### config.mk
export PLATFORM = sky130hd
export DESIGN_NAME = sscs_slave
export DESIGN_NICKNAME = d
export VERILOG_FILES = /design/src/rtl/sscs_pkg.sv /design/src/rtl/sscs_slave.sv
export SDC_FILE = /design/constraint.sdc
export NUM_CORES = 1
export LEC_CHECK = 0
export BUFFER_PORTS_ARGS = -buffer_cell sky130_fd_sc_hd__buf_2
export CAP_MARGIN = 0
export CORE_MARGIN = 4
export CORE_UTILIZATION = 40
export CTS_CLUSTER_SIZE = 24
export DETAILED_ROUTE_END_ITERATION = 8
export PLACE_DENSITY = 0.67
export SLEW_MARGIN = 0
export SYNTH_ARGS = -nofsm -noshare
export SYNTH_HDL_FRONTEND = slang
export SYNTH_SLANG_ARGS = --single-unit
### constraint.sdc
create_clock -name hclk -period 3.3 [get_ports hclk]
set_input_delay 0.165 -clock hclk [delete_from_list [all_inputs] [get_ports hclk]]
set_output_delay 0.165 -clock hclk [all_outputs]
set_load 0.1 [all_outputs]
### src/rtl/sscs_pkg.sv
// Constants shared by the sensor serial command slave
package sscs_pkg;
  // ****************************************
  // Frame layout
  // ****************************************
  localparam logic [4:0] FRAME_BITS = 5'h10;
  localparam int ID_MSB = 15;
  localparam int ID_LSB = 13;
  localparam int ADDR_MSB = 12;
  localparam int ADDR_LSB = 8;
  localparam int DATA_MSB = 7;
  localparam int PAGE_MSB = 2;
  // ****************************************
  // Command identifiers
  // ****************************************
  localparam logic [2:0] CID_NOP = 3'h0;
  localparam logic [2:0] CID_READ = 3'h1;
  localparam logic [2:0] CID_WRITE = 3'h2;
  localparam logic [2:0] CID_ABORT = 3'h3;
  localparam logic [2:0] CID_PAGE = 3'h4;
  localparam logic [2:0] CID_RESET = 3'h6;
  // ****************************************
  // Reply identifiers and fixed replies
  // ****************************************
  localparam logic [2:0] RID_READ = 3'h1;
  localparam logic [2:0] RID_WRITE = 3'h2;
  localparam logic [2:0] RID_PAGE = 3'h4;
  localparam logic [15:0] REPLY_IDLE = 16'h0000;
  localparam logic [15:0] REPLY_READ_WAIT = 16'h7333;
  localparam logic [15:0] REPLY_WRITE_WAIT = 16'hCCCC;
  localparam logic [15:0] BOOT_UNREADY_REPLY = 16'hEBFF;
  localparam logic [15:0] ABORT_COMPLETE_REPLY = 16'hE38E;
  localparam logic [15:0] REPLY_BUS_ERROR = 16'hF5FF;
  localparam logic [15:0] REPLY_IF_UNREADY = 16'hFFFF;
  localparam logic [2:0] PAGE_RESET = 3'h0;
  // ****************************************
  // Register map on the AHB-Lite side
  // ****************************************
  localparam logic [7:0] REG_CTRL = 8'h00;
  localparam logic [7:0] REG_STATUS = 8'h04;
  localparam logic [7:0] REG_LAST_CMD = 8'h08;
  localparam int CTRL_BOOT_BIT = 0;
  localparam logic CTRL_BOOT_RESET = 1'b0;
  localparam logic [1:0] HTRANS_NONSEQ = 2'h2;
  // ****************************************
  // Pending operation states
  // ****************************************
  typedef enum logic [1:0] {PEND_NONE, PEND_READ, PEND_WRITE, PEND_RELOAD} sscs_pend_e;
endpackage

### src/rtl/sscs_slave.sv
// Serial command slave with page pointer, memory port and AHB-Lite status registers
`timescale 1ns/1ps
`default_nettype none
// Functional notes
// - Sixteen-bit words, most significant bit first
// - Fields: 3-bit identifier, 5-bit address, 8-bit data
// - Execute now, reply during next frame
// - Select rising edge ends and executes command
// - Sample input bit on clock rise
// - First bit at select fall, shift on fall
// - Serial output always driven, never floated
// - All-zero identifier is no-operation poll
// - Identifier 001 reads byte in page
// - Identifier 010 writes byte in page
// - Abort command stops pending work, idles
// - Page command loads persistent 3-bit pointer
// - Page selects 32-byte window, default zero
// - Reset command reloads memory, then idles
// - Busy device drops newly received commands except abort
// - Idle, read-done, write-done reply encodings
// - Fixed read and write not-done replies
// - Identifier 111 status replies, four patterns
// - Page reply carries page in address
module sscs_slave
  import sscs_pkg::*;
(
  input wire logic hclk,
  input wire logic hresetn,
  input wire logic hsel,
  input wire logic [31:0] haddr,
  input wire logic [1:0] htrans,
  input wire logic hwrite,
  input wire logic [2:0] hsize,
  input wire logic [31:0] hwdata,
  input wire logic hready,
  output logic [31:0] hrdata,
  output logic hreadyout,
  output logic hresp,
  input wire logic sclk,
  input wire logic frame_select_low,
  input wire logic mosi,
  output logic miso,
  output logic mem_req,
  output logic mem_we,
  output logic [7:0] mem_addr,
  output logic [7:0] mem_wdata,
  input wire logic mem_ack,
  input wire logic [7:0] mem_rdata,
  output logic reload_req,
  input wire logic reload_done
);
  // ****************************************
  // Pin synchronisers and edge finding
  // ****************************************
  logic [2:0] sclk_q; // Stage 0 feeds stage 1 only
  logic [2:0] ss_q;
  logic [1:0] mosi_q;
  logic sclk_rise;
  logic sclk_fall;
  logic ss_fall;
  logic ss_rise;

  // Two flops per pin, third stage only for edge finding
  always_ff @(posedge hclk or negedge hresetn)
  begin
    if (!hresetn)
    begin
      sclk_q <= 3'h0;
      ss_q <= 3'h7;
      mosi_q <= 2'h0;
    end
    else
    begin
      sclk_q <= {sclk_q[1:0], sclk};
      ss_q <= {ss_q[1:0], frame_select_low};
      mosi_q <= {mosi_q[0], mosi};
    end
  end

  assign sclk_rise = sclk_q[1] && !sclk_q[2];
  assign sclk_fall = !sclk_q[1] && sclk_q[2];
  assign ss_fall = !ss_q[1] && ss_q[2];
  assign ss_rise = ss_q[1] && !ss_q[2];

  // ****************************************
  // Shift registers
  // ****************************************
  logic [15:0] rx_q; // Incoming command word
  logic [15:0] tx_q; // Outgoing reply word
  logic [4:0] cnt_q; // Rising edges seen in this frame
  logic [15:0] resp_q; // Reply for the next frame

  // Receive side, capture on each clock rise inside a frame
  always_ff @(posedge hclk or negedge hresetn)
  begin
    if (!hresetn)
    begin
      rx_q <= 16'h0000;
      cnt_q <= 5'h00;
    end
    else if (ss_fall)
    begin
      cnt_q <= 5'h00;
    end
    else if (sclk_rise && !ss_q[1])
    begin
      rx_q <= {rx_q[14:0], mosi_q[1]};
      // Saturate so an overlong frame still reads as wrong length
      if (cnt_q <= FRAME_BITS)
      begin
        cnt_q <= cnt_q + 5'h01;
      end
    end
  end

  // Transmit side, load at select fall, advance on clock fall
  always_ff @(posedge hclk or negedge hresetn)
  begin
    if (!hresetn)
    begin
      tx_q <= 16'h0000;
    end
    else if (ss_fall)
    begin
      tx_q <= resp_q;
    end
    else if (sclk_fall && !ss_q[1])
    begin
      tx_q <= {tx_q[14:0], 1'b0};
    end
  end

  // Output is a flop bit and always driven; a single slave only
  assign miso = tx_q[15];

  // ****************************************
  // Command decode
  // ****************************************
  logic [2:0] command_identifier;
  logic [4:0] command_address;
  logic [7:0] command_payload;
  logic accept;
  logic fields_zero;
  logic boot_ready_q;
  logic busy;
  sscs_pend_e pend_q;
  logic [2:0] page_q;

  assign command_identifier = rx_q[ID_MSB:ID_LSB];
  assign command_address = rx_q[ADDR_MSB:ADDR_LSB];
  assign command_payload = rx_q[DATA_MSB:0];
  assign fields_zero = (command_address == 5'h00) && (command_payload == 8'h00);
  assign accept = ss_rise && (cnt_q == FRAME_BITS);
  assign busy = (pend_q != PEND_NONE);

  // Pending operation, reply word and memory port
  always_ff @(posedge hclk or negedge hresetn)
  begin
    if (!hresetn)
    begin
      pend_q <= PEND_NONE;
      resp_q <= REPLY_IDLE;
      mem_req <= 1'b0;
      mem_we <= 1'b0;
      mem_addr <= 8'h00;
      mem_wdata <= 8'h00;
      reload_req <= 1'b0;
    end
    else
    begin
      reload_req <= 1'b0;
      // Completion is handled first, so a frame ending in the same cycle
      // cannot swallow the one-cycle acknowledge and leave the port busy
      case (pend_q)
        PEND_READ:
        begin
          if (mem_ack)
          begin
            pend_q <= PEND_NONE;
            mem_req <= 1'b0;
            resp_q <= {RID_READ, mem_addr[4:0], mem_rdata};
          end
        end
        PEND_WRITE:
        begin
          if (mem_ack)
          begin
            pend_q <= PEND_NONE;
            mem_req <= 1'b0;
            resp_q <= {RID_WRITE, mem_addr[4:0], mem_wdata};
          end
        end
        PEND_RELOAD:
        begin
          if (reload_done)
          begin
            pend_q <= PEND_NONE;
            resp_q <= REPLY_IDLE;
          end
        end
        default:
        begin
          pend_q <= PEND_NONE;
        end
      endcase
      // Frame handling below overrides the completion reply where both fall together, except for a dropped command
      if (ss_rise && (cnt_q != FRAME_BITS))
      begin
        // Wrong length: report it, no access started
        resp_q <= REPLY_BUS_ERROR;
      end
      else if (accept && !boot_ready_q)
      begin
        resp_q <= BOOT_UNREADY_REPLY;
      end
      else if (accept && busy)
      begin
        // Only an abort gets through while busy
        if (command_identifier == CID_ABORT && fields_zero)
        begin
          pend_q <= PEND_NONE;
          mem_req <= 1'b0;
          resp_q <= ABORT_COMPLETE_REPLY;
        end
        // Anything else is dropped, reply keeps its current value
      end
      else if (accept)
      begin
        case (command_identifier)
          CID_NOP:
          begin
            resp_q <= fields_zero ? REPLY_IDLE : REPLY_BUS_ERROR;
          end
          CID_READ:
          begin
            // Data field is expected zero; it is not checked
            pend_q <= PEND_READ;
            mem_req <= 1'b1;
            mem_we <= 1'b0;
            mem_addr <= {page_q, command_address};
            resp_q <= REPLY_READ_WAIT;
          end
          CID_WRITE:
          begin
            pend_q <= PEND_WRITE;
            mem_req <= 1'b1;
            mem_we <= 1'b1;
            mem_addr <= {page_q, command_address};
            mem_wdata <= command_payload;
            resp_q <= REPLY_WRITE_WAIT;
          end
          CID_ABORT:
          begin
            resp_q <= fields_zero ? ABORT_COMPLETE_REPLY : REPLY_BUS_ERROR;
          end
          CID_PAGE:
          begin
            resp_q <= {RID_PAGE, 2'h0, command_address[PAGE_MSB:0], 8'h00};
          end
          CID_RESET:
          begin
            if (fields_zero)
            begin
              pend_q <= PEND_RELOAD;
              reload_req <= 1'b1;
              resp_q <= REPLY_IF_UNREADY;
            end
            else
            begin
              resp_q <= REPLY_BUS_ERROR;
            end
          end
          default:
          begin
            resp_q <= REPLY_BUS_ERROR;
          end
        endcase
      end
    end
  end

  // Page pointer persists until the next page command
  always_ff @(posedge hclk or negedge hresetn)
  begin
    if (!hresetn)
    begin
      page_q <= PAGE_RESET;
    end
    else if (accept && boot_ready_q && !busy && command_identifier == CID_PAGE)
    begin
      page_q <= command_address[PAGE_MSB:0];
    end
  end

  // ****************************************
  // AHB-Lite register slave
  // ****************************************
  logic [15:0] last_cmd_q; // Last complete command word
  logic wr_pend_q;
  logic [7:0] wr_addr_q;
  logic addr_ok;

  assign hreadyout = 1'b1; // Zero wait states
  assign hresp = 1'b0; // Always OKAY
  assign addr_ok = hsel && hready && (htrans == HTRANS_NONSEQ);

  // Last command capture for software inspection
  always_ff @(posedge hclk or negedge hresetn)
  begin
    if (!hresetn)
    begin
      last_cmd_q <= 16'h0000;
    end
    else if (accept)
    begin
      last_cmd_q <= rx_q;
    end
  end

  // Address phase capture, write in data phase
  always_ff @(posedge hclk or negedge hresetn)
  begin
    if (!hresetn)
    begin
      wr_pend_q <= 1'b0;
      wr_addr_q <= 8'h00;
      boot_ready_q <= CTRL_BOOT_RESET;
    end
    else
    begin
      wr_pend_q <= addr_ok && hwrite;
      if (addr_ok)
      begin
        wr_addr_q <= haddr[7:0];
      end
      // Boot ready gates every full-length command; wrong-length frames still get the error reply
      if (wr_pend_q && wr_addr_q == REG_CTRL)
      begin
        boot_ready_q <= hwdata[CTRL_BOOT_BIT];
      end
    end
  end

  // Read data prepared in the address phase; unmapped reads zero
  always_ff @(posedge hclk or negedge hresetn)
  begin
    if (!hresetn)
    begin
      hrdata <= 32'h00000000;
    end
    else if (addr_ok && !hwrite)
    begin
      case (haddr[7:0])
        REG_CTRL: hrdata <= {31'h00000000, boot_ready_q};
        REG_STATUS: hrdata <= {26'h0000000, pend_q, busy, page_q};
        REG_LAST_CMD: hrdata <= {16'h0000, last_cmd_q};
        default: hrdata <= 32'h00000000;
      endcase
    end
  end
endmodule
`default_nettype wire

Yosys cells after proc, flatten, opt, wreduce, memory -nomap -nowiden:

Cells that the tools add are included.

* register bits: 143
* output and inout bits: 54
* word-level logic and storage cells: 126

* add/sub/neg operators: 1
* $lt $le $gt $ge: 1
* equality and inequality tests: 13
* mux-type cells: 44
* bitwise gates (word level): 4
* reduce and logical (&&, ||, !) cells: 44

Operators by type and width (number)
* 16-bit 2-to-1 mux: 11
* 16-bit case mux with 3 select lines: 2
* 16-bit case mux with 6 select lines: 1
* 8-bit logical NOT: 3
* 1-bit logical AND: 20
* 2-bit 2-to-1 mux: 8
* 5-bit 2-to-1 mux: 3
* 5-bit AND reduction: 3
* 1-bit 2-to-1 mux: 14
* 13-bit 2-to-1 mux: 1
* 12-bit 2-to-1 mux: 1
* 2-bit nonzero test: 5
* 8-bit by 3-bit equality test with 1-bit output, second input constant: 1
* 8-bit by 4-bit equality test with 1-bit output, second input constant: 1
* 1-bit logical NOT: 7
* 2-bit equality test, second input constant: 3
* 3-bit by 2-bit equality test with 1-bit output, second input constant: 2
* 3-bit equality test, second input constant: 2
* 2-bit case mux with 3 select lines: 1
* 5-bit by 1-bit adder with 5-bit output, second input constant: 1
* 5-bit equality test, second input constant: 1
* 5-bit <= comparator, second input constant: 1
* 5-bit logical NOT: 1
* 5-bit != test, second input constant: 1
* 8 further kinds: 13

Depth between registers and ports, before layout:

Gate-level depths: netlist (run 1).

* depth after elaboration: 9
* mapped depth: 9

Least setup slack after synthesis (run 1):

Ideal clock, no wire load.

* path kind: reg-to-reg
* start: register cnt_q[0]
* end: register mem_addr[0]
* arrival: 1.852 ns
* required time: 3.174 ns
* slack: 1.322 ns
* stages on the path, launching flop included: 8
* path buffers: 1
* cells stage by stage: dfrtp_1 > inv_1 > ha_1 > and4bb_1 > buf_4 > nand4_4 > a211oi_4 > mux2_2

* cells in the longest elaborated chain, start to end: 5

RTL lines
* start, declared: RTL line sscs_slave.sv:90 `logic [4:0] cnt_q;`
* start signal, assigned: RTL line sscs_slave.sv:111 `cnt_q <= cnt_q + 5'h01;`
* 5-bit equality test: RTL line sscs_slave.sv:153 `assign accept = ss_rise && (cnt_q == FRAME_BITS);`
* 1-bit logical AND: RTL line sscs_slave.sv:153
* 1-bit logical AND (on tied branches): RTL line sscs_slave.sv:216, sscs_slave.sv:212
* 1-bit inverter (no line)
* 5-bit AND reduction (no line) *
* end signal, assigned: RTL line sscs_slave.sv:240 `mem_addr <= {page_q, command_address};`
* end signal, assigned: RTL line sscs_slave.sv:248 `mem_addr <= {page_q, command_address};`
* end, declared: RTL line sscs_slave.sv:45 `output logic [7:0] mem_addr,`

Mark *: on every way between the ends. The rest lies on a longest branch, timed or not.
A chain may end at the register's enable or synchronous reset.

Final worst setup path (run 1):

* start: register ss_q[1]
* end: register resp_q[11]

* cells in the longest elaborated chain, start to end: 6

RTL lines
* start, declared: RTL line sscs_slave.sv:56 `logic [2:0] ss_q;`
* start signal, assigned: RTL line sscs_slave.sv:75 `ss_q <= {ss_q[1:0], frame_select_low};`
* 1-bit logical AND *: RTL line sscs_slave.sv:83 `assign ss_rise = ss_q[1] && !ss_q[2];`
* 1-bit logical AND: RTL line sscs_slave.sv:153
* 16-bit 2-to-1 mux or 1-bit logical AND (tied branches): RTL line sscs_slave.sv:227, sscs_slave.sv:216
* 16-bit 2-to-1 mux: RTL line sscs_slave.sv:216 `else if (accept && busy)`
* 16-bit 2-to-1 mux: RTL line sscs_slave.sv:212 `else if (accept && !boot_ready_q)`
* 16-bit 2-to-1 mux *: RTL line sscs_slave.sv:207 `if (ss_rise && (cnt_q != FRAME_BITS))`
* end signal, assigned: RTL line sscs_slave.sv:232 `resp_q <= fields_zero ? REPLY_IDLE : REPLY_BUS_ERROR;`
* end signal, assigned: RTL line sscs_slave.sv:254 `resp_q <= fields_zero ? ABORT_COMPLETE_REPLY : REPLY_BUS_ERROR;`
* end signal, assigned: RTL line sscs_slave.sv:258 `resp_q <= {RID_PAGE, 2'h0, command_address[PAGE_MSB:0], 8'h00};`
* end, declared: RTL line sscs_slave.sv:91 `logic [15:0] resp_q;`

Marks and branches as above.

==> results of run 1 <==
## worst max path at each step
stage | start | endpoint | slack [ns] | depth (start not counted)
2_1_floorplan | cnt_q[0] | mem_addr[0] | 1.32 | 7
3_3_place_gp | ss_q[1] | resp_q[11] | 0.79 | 5
3_5_place_dp | ss_q[1] | resp_q[11] | 0.76 | 5
4_1_cts | ss_q[1] | resp_q[11] | 0.75 | 5
5_1_grt | rx_q[8] | resp_q[11] | 0.52 | 5
6_report | ss_q[1] | resp_q[11] | 0.70 | 5
## critical path, cell delays in order (launching register included)
cell	delay (ns)
sky130_fd_sc_hd__dfstp_2	0.58
sky130_fd_sc_hd__nor2b_1	0.49
sky130_fd_sc_hd__nand3_1	0.36
sky130_fd_sc_hd__o21ai_1	0.58
sky130_fd_sc_hd__nor2_1	0.11
sky130_fd_sc_hd__o32a_1	0.36
## registers in the layout, summed over array words and instances, names as in the netlist, 3 cells and up
name,cells
rx_q,16
tx_q,16
sclk_q,3
ss_q,3
mem_wdata,8
cnt_q,5
hrdata,16
wr_addr_q,8
resp_q,16
mem_addr,8
page_q,3
last_cmd_q,16
## placed cells by master (no fill, tap or decap), types with 3 or more instances in the layout
cell	instances
sky130_fd_sc_hd__clkinvlp_4	5
sky130_fd_sc_hd__clkbuf_16	17
sky130_fd_sc_hd__buf_4	4
sky130_fd_sc_hd__nand2b_1	11
sky130_fd_sc_hd__nor4_1	4
sky130_fd_sc_hd__o211ai_1	5
sky130_fd_sc_hd__nand3_1	7
sky130_fd_sc_hd__dfrtp_1	124
sky130_fd_sc_hd__mux2_2	60
sky130_fd_sc_hd__nand2_1	29
sky130_fd_sc_hd__mux2i_1	16
sky130_fd_sc_hd__nor3_1	3
sky130_fd_sc_hd__conb_1	18
sky130_fd_sc_hd__inv_1	8
sky130_fd_sc_hd__dfstp_2	3
sky130_fd_sc_hd__dlygate4sd3_1	11
sky130_fd_sc_hd__a22oi_1	17
sky130_fd_sc_hd__a21oi_1	20
sky130_fd_sc_hd__buf_2	63
sky130_fd_sc_hd__bufinv_16	5
sky130_fd_sc_hd__nor2b_1	6
sky130_fd_sc_hd__o21ai_0	35
sky130_fd_sc_hd__nor2_1	31
sky130_fd_sc_hd__a21boi_0	3
sky130_fd_sc_hd__ha_1	6
sky130_fd_sc_hd__a22o_1	12
## metrics by stage
stage               hold slack, ns  setup slack [ns]
CTS                        0.00643             0.746
finish                      0.0157             0.695
floorplan                   -0.131              1.32
detailed placement           0.277             0.757
global placement             0.269             0.791
global route                0.0139             0.518
## area by class of cell
cell class	count	area (um^2)
clock inverters	13	210
clock buffers	19	443
well taps	180	225
flip-flops and latches	127	3180
inverters	8	30.0
repair buffers	79	475
fillers	1253	7060
multi-input cells	326	2360
## power by group through the flow
| stage | logic (mW) | clock network, mW | registers (mW) |
|---|---|---|---|
| 3_5_place_dp | 0.368 | 0 | 1.76 |
| 3_3_place_gp | 0.357 | 0 | 1.75 |
| 4_1_cts | 0.381 | 2.08 | 1.73 |
| 6_report | 0.379 | 2.05 | 1.73 |
| 5_1_grt | 0.423 | 2.16 | 1.75 |
| 2_1_floorplan | 0.279 | 0 | 1.75 |
## cell families after synthesis
group	synth area share [%]
fa+ha+maj	1.30
flops	55.3
simple gates	10.6
buf+inv	4.76
compound gates	13.0
xor+xnor	0.456
other cells	0.130
mux	14.5
## metal layers
layer | share of wire (%) | vias to the layer above | GRT usage, %
met1 | 44 | 1965 | 23.5
met4 | 1.9 | 0 | 6.37
li1 | - | 1861 | -
met5 | 0 | - | 0
met2 | 46 | 174 | 27.0
met3 | 7.5 | 18 | 4.67
## timing repair
action | in CTS | in global routing
hold buffers | 11 | 0
buffers inserted | 0 | 0
gates resized for setup | 0 | 0
endpoints found under the hold margin | 65 | 0
==> results list, run 1 <==
- The flow ran to the end, and the final reports show no timing, DRC or antenna violations.
* Worst hold-check path type: input port to flip-flop
- Gr ovfl total: 0
* List of most frequent post-synthesis cells: sky130_fd_sc_hd__dfrtp_1, sky130_fd_sc_hd__mux2_2, sky130_fd_sc_hd__o21ai_0, sky130_fd_sc_hd__nor2_1, sky130_fd_sc_hd__nand2_1
- Once the floorplan was initialized, standard cells occupied between 40% and 50% of the core.
* Endpoint arrival time on the critical path: 2.90 ns
- Clock-pin slew was measured on the worst setup and hold paths at roughly 0.06 ns.
- Total number of clock tree sinks: 127
- Of all cell types, the one taking the most synthesized area is sky130_fd_sc_hd__dfrtp_1.
* R2r setup slk: slightly below 0.7 ns
- Final setup violation count: 0
- Static timing analysis puts the maximum clock frequency at 0.384 GHz.
* Count of input and output buffers: 64
- The path with the worst hold slack has its endpoint at wr_pend_q.
* Peak ir drop on the vdd network: 383 uV
* Min-Delay Path Depth: 3
* Detailed-route DRC error count: 0
* Vias in the first global route: between 4,000 and 5,000
- Number of antenna violations at the first check in global routing: 0
- Summing the sequential cell areas from Yosys gives 55.3% of the chip area.
- Count of antenna-violating nets left after detailed routing: 0
* Async set-or-reset flop fraction in the synthesized netlist: 100%
- Of the total power, the share spent switching nets is between 20% and 30%.
- Pre-Repair DR Iteration Count: 5
- Site row count: between 40 and 50
* Setup TNS: 0 ns
- The core region is 14,000 um^2.
* Top_reg_cell synth: sky130_fd_sc_hd__dfrtp_1
* Placed instance area: between 6000 and 7000 um^2
* Worst setup path class: flip-flop to flip-flop
- I/O pin cnt: 141
- Number of enable flip-flop cells after synthesis: 0
* Shortest period the worst path allows: between 2 and 3 ns
- Entering global routing, the biggest net connects 70 pins.
- The first global-routing pass estimated 22,100 um of wire.
* Relative max-transition margin: 33.7%
- Dividing the final minimum period by the clock period gives 78.9%.
* DRC violation total after the first TritonRoute iteration: 300
* Final antenna diode count: 0
- Max-cap violations in this run came to 0.
- Final routed wirelength across all metal layers: 13,300 um
- Measured on the finished design, the core utilization comes to between 40% and 50%.
* Fraction of final layout cells with drive strength greater than 1: 30.4%
- The worst hold path begins at hwrite.
* Count of yosys warnings during synthesis: 0
- Averaged over all synthesized cells, the footprint is 11.9 um^2.
* Dominant cells by area after synthesis: sky130_fd_sc_hd__dfrtp_1, sky130_fd_sc_hd__mux2_2, sky130_fd_sc_hd__o21ai_0, sky130_fd_sc_hd__mux2i_1, sky130_fd_sc_hd__buf_4
- Area of the mapped netlist: 5760 um^2
- Using the TritonRoute via totals, the vias-per-cell ratio works out to 5.34.
* Clock Tree Buf Depth: 2
- Die width: 128 um
- The detailed router placed 4,018 vias in this run.
* Number of clock buffers inserted by TritonCTS: 17
- The netlist uses 59 different library cells.
- Post-Synthesis Cells: 485
* Worst reg2reg endpoint: resp_q[11]
* Height of the die: 128 um
- Count of pins over their slew limit: 0
- In this run the static leakage power is 3.29 nW.
- Slew at the pin with the worst max-slew slack: slightly below 1 ns
- TritonCTS clock tree: done
* Startpoint kind of the worst setup timing path: flip-flop
* Design Area, Final: 6930 um^2
* Overall Global Routing Usage: 17.4%
- Detailed placement ended at an HPWL of just over 9000 um.
* Part of the power in combinational logic: 9.1%
* Post-layout instance count excluding filler cells: roughly 750
* Cell chosen for the clock root: sky130_fd_sc_hd__clkbuf_16
- Cell internal power was estimated by the tool at 3.14 mW.
- Between clock sinks in the finished design, the worst skew comes to between 0.004 and 0.005 ns.
- At the end of routability-driven placement, the weighted congestion stood at ~0.85.
- Area fraction of the dominant cell type after synthesis: 53.9%
* Cell Count Post-Placement: 709
* Unrepaired setup endpoints after global routing: false
* Power consumption: 4.16 mW
* Power per unit of standard cell area: 601 nW/um^2
- Reg2reg path depth: 5
* Syn-to-layout area delta: 20.3%
- Most frequently used cell type in the post-synthesis netlist: sky130_fd_sc_hd__dfrtp_1
* Crit Reg-Reg Startpoint: ss_q[1]
- Reg power frac: a little over two fifths
* CP required: between 3 and 4 ns
* Clock latency reported for the late side of the worst-skew pair: roughly 0.42 ns
- Final hold vios: 0
- Total number of nets in the final design: approximately 650
- In this run, the clock network consumes 49.3% of the power.
* Largest driver fanout on the critical path: 12
- Power dissipated by switching net loads: 1.02 mW
- The H-tree was split into 4 levels.
- Post-synthesis sequential element count: 127
* Average wire per standard cell: 17.7 um
* CP Capture Type: flip-flop
* Die area: between 15,000 and 20,000 um^2
No activity file was read; power rests on OpenSTA's default activity.
==> run 2: changes to the inputs <==
--- a/config.mk
+++ b/config.mk
@@ -11,7 +11,7 @@
 export CORE_UTILIZATION = 40
 export CTS_CLUSTER_SIZE = 24
 export DETAILED_ROUTE_END_ITERATION = 8
-export PLACE_DENSITY = 0.67
+export PLACE_DENSITY = 0.69
 export SLEW_MARGIN = 0
 export SYNTH_ARGS = -nofsm -noshare
 export SYNTH_HDL_FRONTEND = slang
==> constraint.sdc (replaced) <==
create_clock -name hclk -period 2.2 [get_ports hclk]
set_input_delay 0.11 -clock hclk [delete_from_list [all_inputs] [get_ports hclk]]
set_output_delay 0.11 -clock hclk [all_outputs]
set_load 0.1 [all_outputs]
==> results list, run 2 (synthesis gave the netlist of run 1 again) <==
* Result of the run: complete, no violations
- Most frequent cells in the layout: sky130_fd_sc_hd__dfrtp_1, sky130_fd_sc_hd__buf_2, sky130_fd_sc_hd__mux2_2
* Syn-to-layout area delta: 24.2%
* Starting density of the core: 41.2% (unchanged)
- Clock latency reported for the late side of the worst-skew pair: 0.42 ns (about the same)
* Final routed wirelength across all metal layers: 13,600 um (+2.3%)
* Crit-path slowest cell: sky130_fd_sc_hd__dfrtp_1
- The worst register-to-register path ends at resp_q[7].
- Die area: 16,400 um^2 (unchanged)
* TritonCTS clock tree: done
- Counting stages on the worst path, the most repeated cell is sky130_fd_sc_hd__buf_4.
- Height of the die: 128 um (unchanged)
- Count of input and output buffers: 64 (unchanged)
- The highest cell delay on the worst timing path came to 0.40 ns (-0.18 ns).
* Cell-by-cell trace of the critical path: inv_1 > ha_1 > and4bb_1 > buf_4 > nand3_1 > o21ai_1 > buf_4 > a21boi_1 > o21ai_0
- Cell chosen for the clock root: sky130_fd_sc_hd__clkbuf_16
- The clock edge transition at the registers on the reported setup and hold paths was 0.06 ns (about the same).
- The number of setup violations in the final report is 0 (unchanged).
- Shortest period the worst path allows: 2.04 ns (-0.569 ns)
- Slew at the pin with the worst max-slew slack: 0.664 ns (-0.330 ns)
* Number of clock buffers inserted by TritonCTS: 17 (unchanged)
- The number of cells traversed by the worst register-to-register path was 9 (+4).
* Power per unit of standard cell area: 846 nW/um^2 (+41%)
- The number of nets in the layout was 682 (+4.6%).
* Unrepaired setup endpoints after global routing: false
- The area taken by multi-input logic gates came to 2370 um^2 (+0.48%).
- The largest net degree at the start of global routing was 52 (-26%).
- Pre-Repair DR Iteration Count: 4 (-1)
- Setup TNS: 0 ns (unchanged)
- Filler cells: 1,199 (-4.3%)
- The leakage dissipation was 3.44 nW (+4.4%).
- Peak ir drop on the vdd network: 463 uV (+21%)
* Relative max-transition margin: 55.7% (+22 points)
* Overall Global Routing Usage: 17.7% (+0.33 points)
- The first-pass GRT wire length is 22,600 um (+2.4%).
- The min-delay analysis places its worst path in the category input port to flip-flop.
- The combined flip-flop and latch cell area came to 3180 um^2 (unchanged).
- The setup clock skew after layout came to 0.0156 ns (+0.0112 ns).
- Endpoint arrival time on the critical path: 2.32 ns (-0.58 ns)
* Floorplan Core Area: 14,000 um^2 (unchanged)
- The number of global-route vias before repair was 4,287 (+4.5%).
- Count of pins over their slew limit: 0 (unchanged)
* Most frequent standard cell in the layout excluding fill and tap cells: sky130_fd_sc_hd__dfrtp_1
* Fin util: 51.1% (+1.6 points)
* Crit Reg-Reg Startpoint: cnt_q[0]
- Largest driver fanout on the critical path: 11 (-1)
* Count of H-tree levels built during CTS: 4 (unchanged)
- Final antenna diode count: 0 (unchanged)
* Average wire per standard cell: 17.4 um (-1.6%)
- Site row count: 43 (unchanged)
- Cell Count Post-Placement: 734 (+3.5%)
- Fraction of final layout cells with drive strength greater than 1: 33.9% (+3.5 points)
* Maximum clock rate: 0.491 GHz (+28%)
* Gr ovfl total: 0 (unchanged)
- Routed vias/inst: 5.28 (-1.2%)
- The I/O pin total was 141 (unchanged).
- Power consumption: 6.05 mW (+45%)
- The violation count after the first detailed-routing iteration came to 225 (-25%).
- Final hold vios: 0 (unchanged)
* Die width: 128 um (unchanged)
* Count of antenna-violating nets left after detailed routing: 0 (unchanged)
* # Max-Cap Violations: 0 (unchanged)
- The number of DRC violations after detailed routing was 0 (unchanged).
- The most critical setup path has its endpoint at resp_q[7].
- The required time reported for the critical path endpoint is 2.48 ns (-1.12 ns).
* Post-detailed-placement half-perimeter wirelength: 9860 um (+7.1%)
- Number of antenna violations at the first check in global routing: 0 (unchanged)
- The clock sink count was 127 (unchanged).
- Share of the cycle needed by the critical path after routing: 92.5% (+14 points)
- The worst setup path is captured at a flip-flop.
- The critical path is of the flip-flop to flip-flop type.
* Startpoint kind of the worst setup timing path: flip-flop
- Clock Tree Buf Depth: 2 (unchanged)
- The overall via count from detail_route came to 4,130 (+2.8%).
* R2r setup slk: 0.16 ns (-0.53 ns)
- Design Area, Final: 7150 um^2 (+3.2%)
- The instance area after placement came to 6380 um^2 (+3.5%).
- Post-layout instance count excluding filler cells: 782 (+4.0%)
- Final weighted congestion in routability-driven placement: 0.935 (+9.9%)
- In this run the worst setup path begins at cnt_q[0].
run 2: cell count changes in the layout (fill, tap and decap cells not counted), moves of 2 or more:
cell,change
sky130_fd_sc_hd__buf_4,+25
sky130_fd_sc_hd__clkinv_4,+4
sky130_fd_sc_hd__clkinv_2,+3
sky130_fd_sc_hd__dlygate4sd3_1,+3
sky130_fd_sc_hd__buf_12,+2
sky130_fd_sc_hd__bufinv_16,-2
sky130_fd_sc_hd__clkinvlp_4,-2
sky130_fd_sc_hd__inv_6,-2
run 2: layout make-up:
type,count,area share (%)
flip-flops and latches,127,44.5
clock inverters,14,2.34
multi-input cells,326,33.2
inverters,8,0.420
repair buffers,109,10.3
well taps,180,3.15
clock buffers,18,6.14
run 2: timing repair:
| item | CTS | global route |
|---|---|---|
| hold endpoints to repair | 59 | 0 |
| resized for setup | 0 | 3 |
| endpoints found under the setup margin | 0 | 9 |
| hold buffers | 14 | 0 |
| setup buffers | 0 | 2 |
run 2: worst min-delay path by stage:
stage                     startpoint      endpoint  slack (ns)  cells past startpoint
after floorplan              hresetn  boot_ready_q       -0.19                      0
after global placement       hresetn      tx_q[10]        0.17                      1
after detailed placement     hresetn      tx_q[12]        0.19                      1
after CTS                    mem_ack       mem_req         0.1                      4
after global routing         mem_ack       mem_req        0.15                      4
final                        mem_ack       mem_req        0.11                      4
run 2: worst max-delay path, delay by kind of cell (launching register included):
| kind | cells | cell delay [ns] |
|---|---|---|
| compound gates | 3 | 0.50 |
| buf+inv | 3 | 0.43 |
| flops | 1 | 0.40 |
| simple gates | 2 | 0.35 |
| fa+ha+maj | 1 | 0.21 |
run 2: power breakdown:
part / switching, mW / leakage [nW] / total (mW) / internal, mW
clock network: 1.02 / 0.292 / 2.83 / 1.81
registers: 0.119 / 1.63 / 2.60 / 2.48
logic: 0.398 / 1.52 / 0.621 / 0.223
total: 1.54 / 3.44 / 6.05 / 4.51
run 2: metrics by stage:
step	hold WS [ns]	setup WS (ns)
4_1_cts	0.0981	0.171
3_3_place_gp	0.171	0.205
3_5_place_dp	0.186	0.184
6_report	0.111	0.165
2_1_floorplan	-0.186	0.222
5_1_grt	0.147	0.0105
run 2: metal layers:
metal	track usage, %	share of wire (%)	up-vias
met3	5.08	6.4	15
met1	24.1	46	2053
li1	-	-	1928
met4	5.87	1.5	0
met5	0	0	-
met2	27.4	46	134
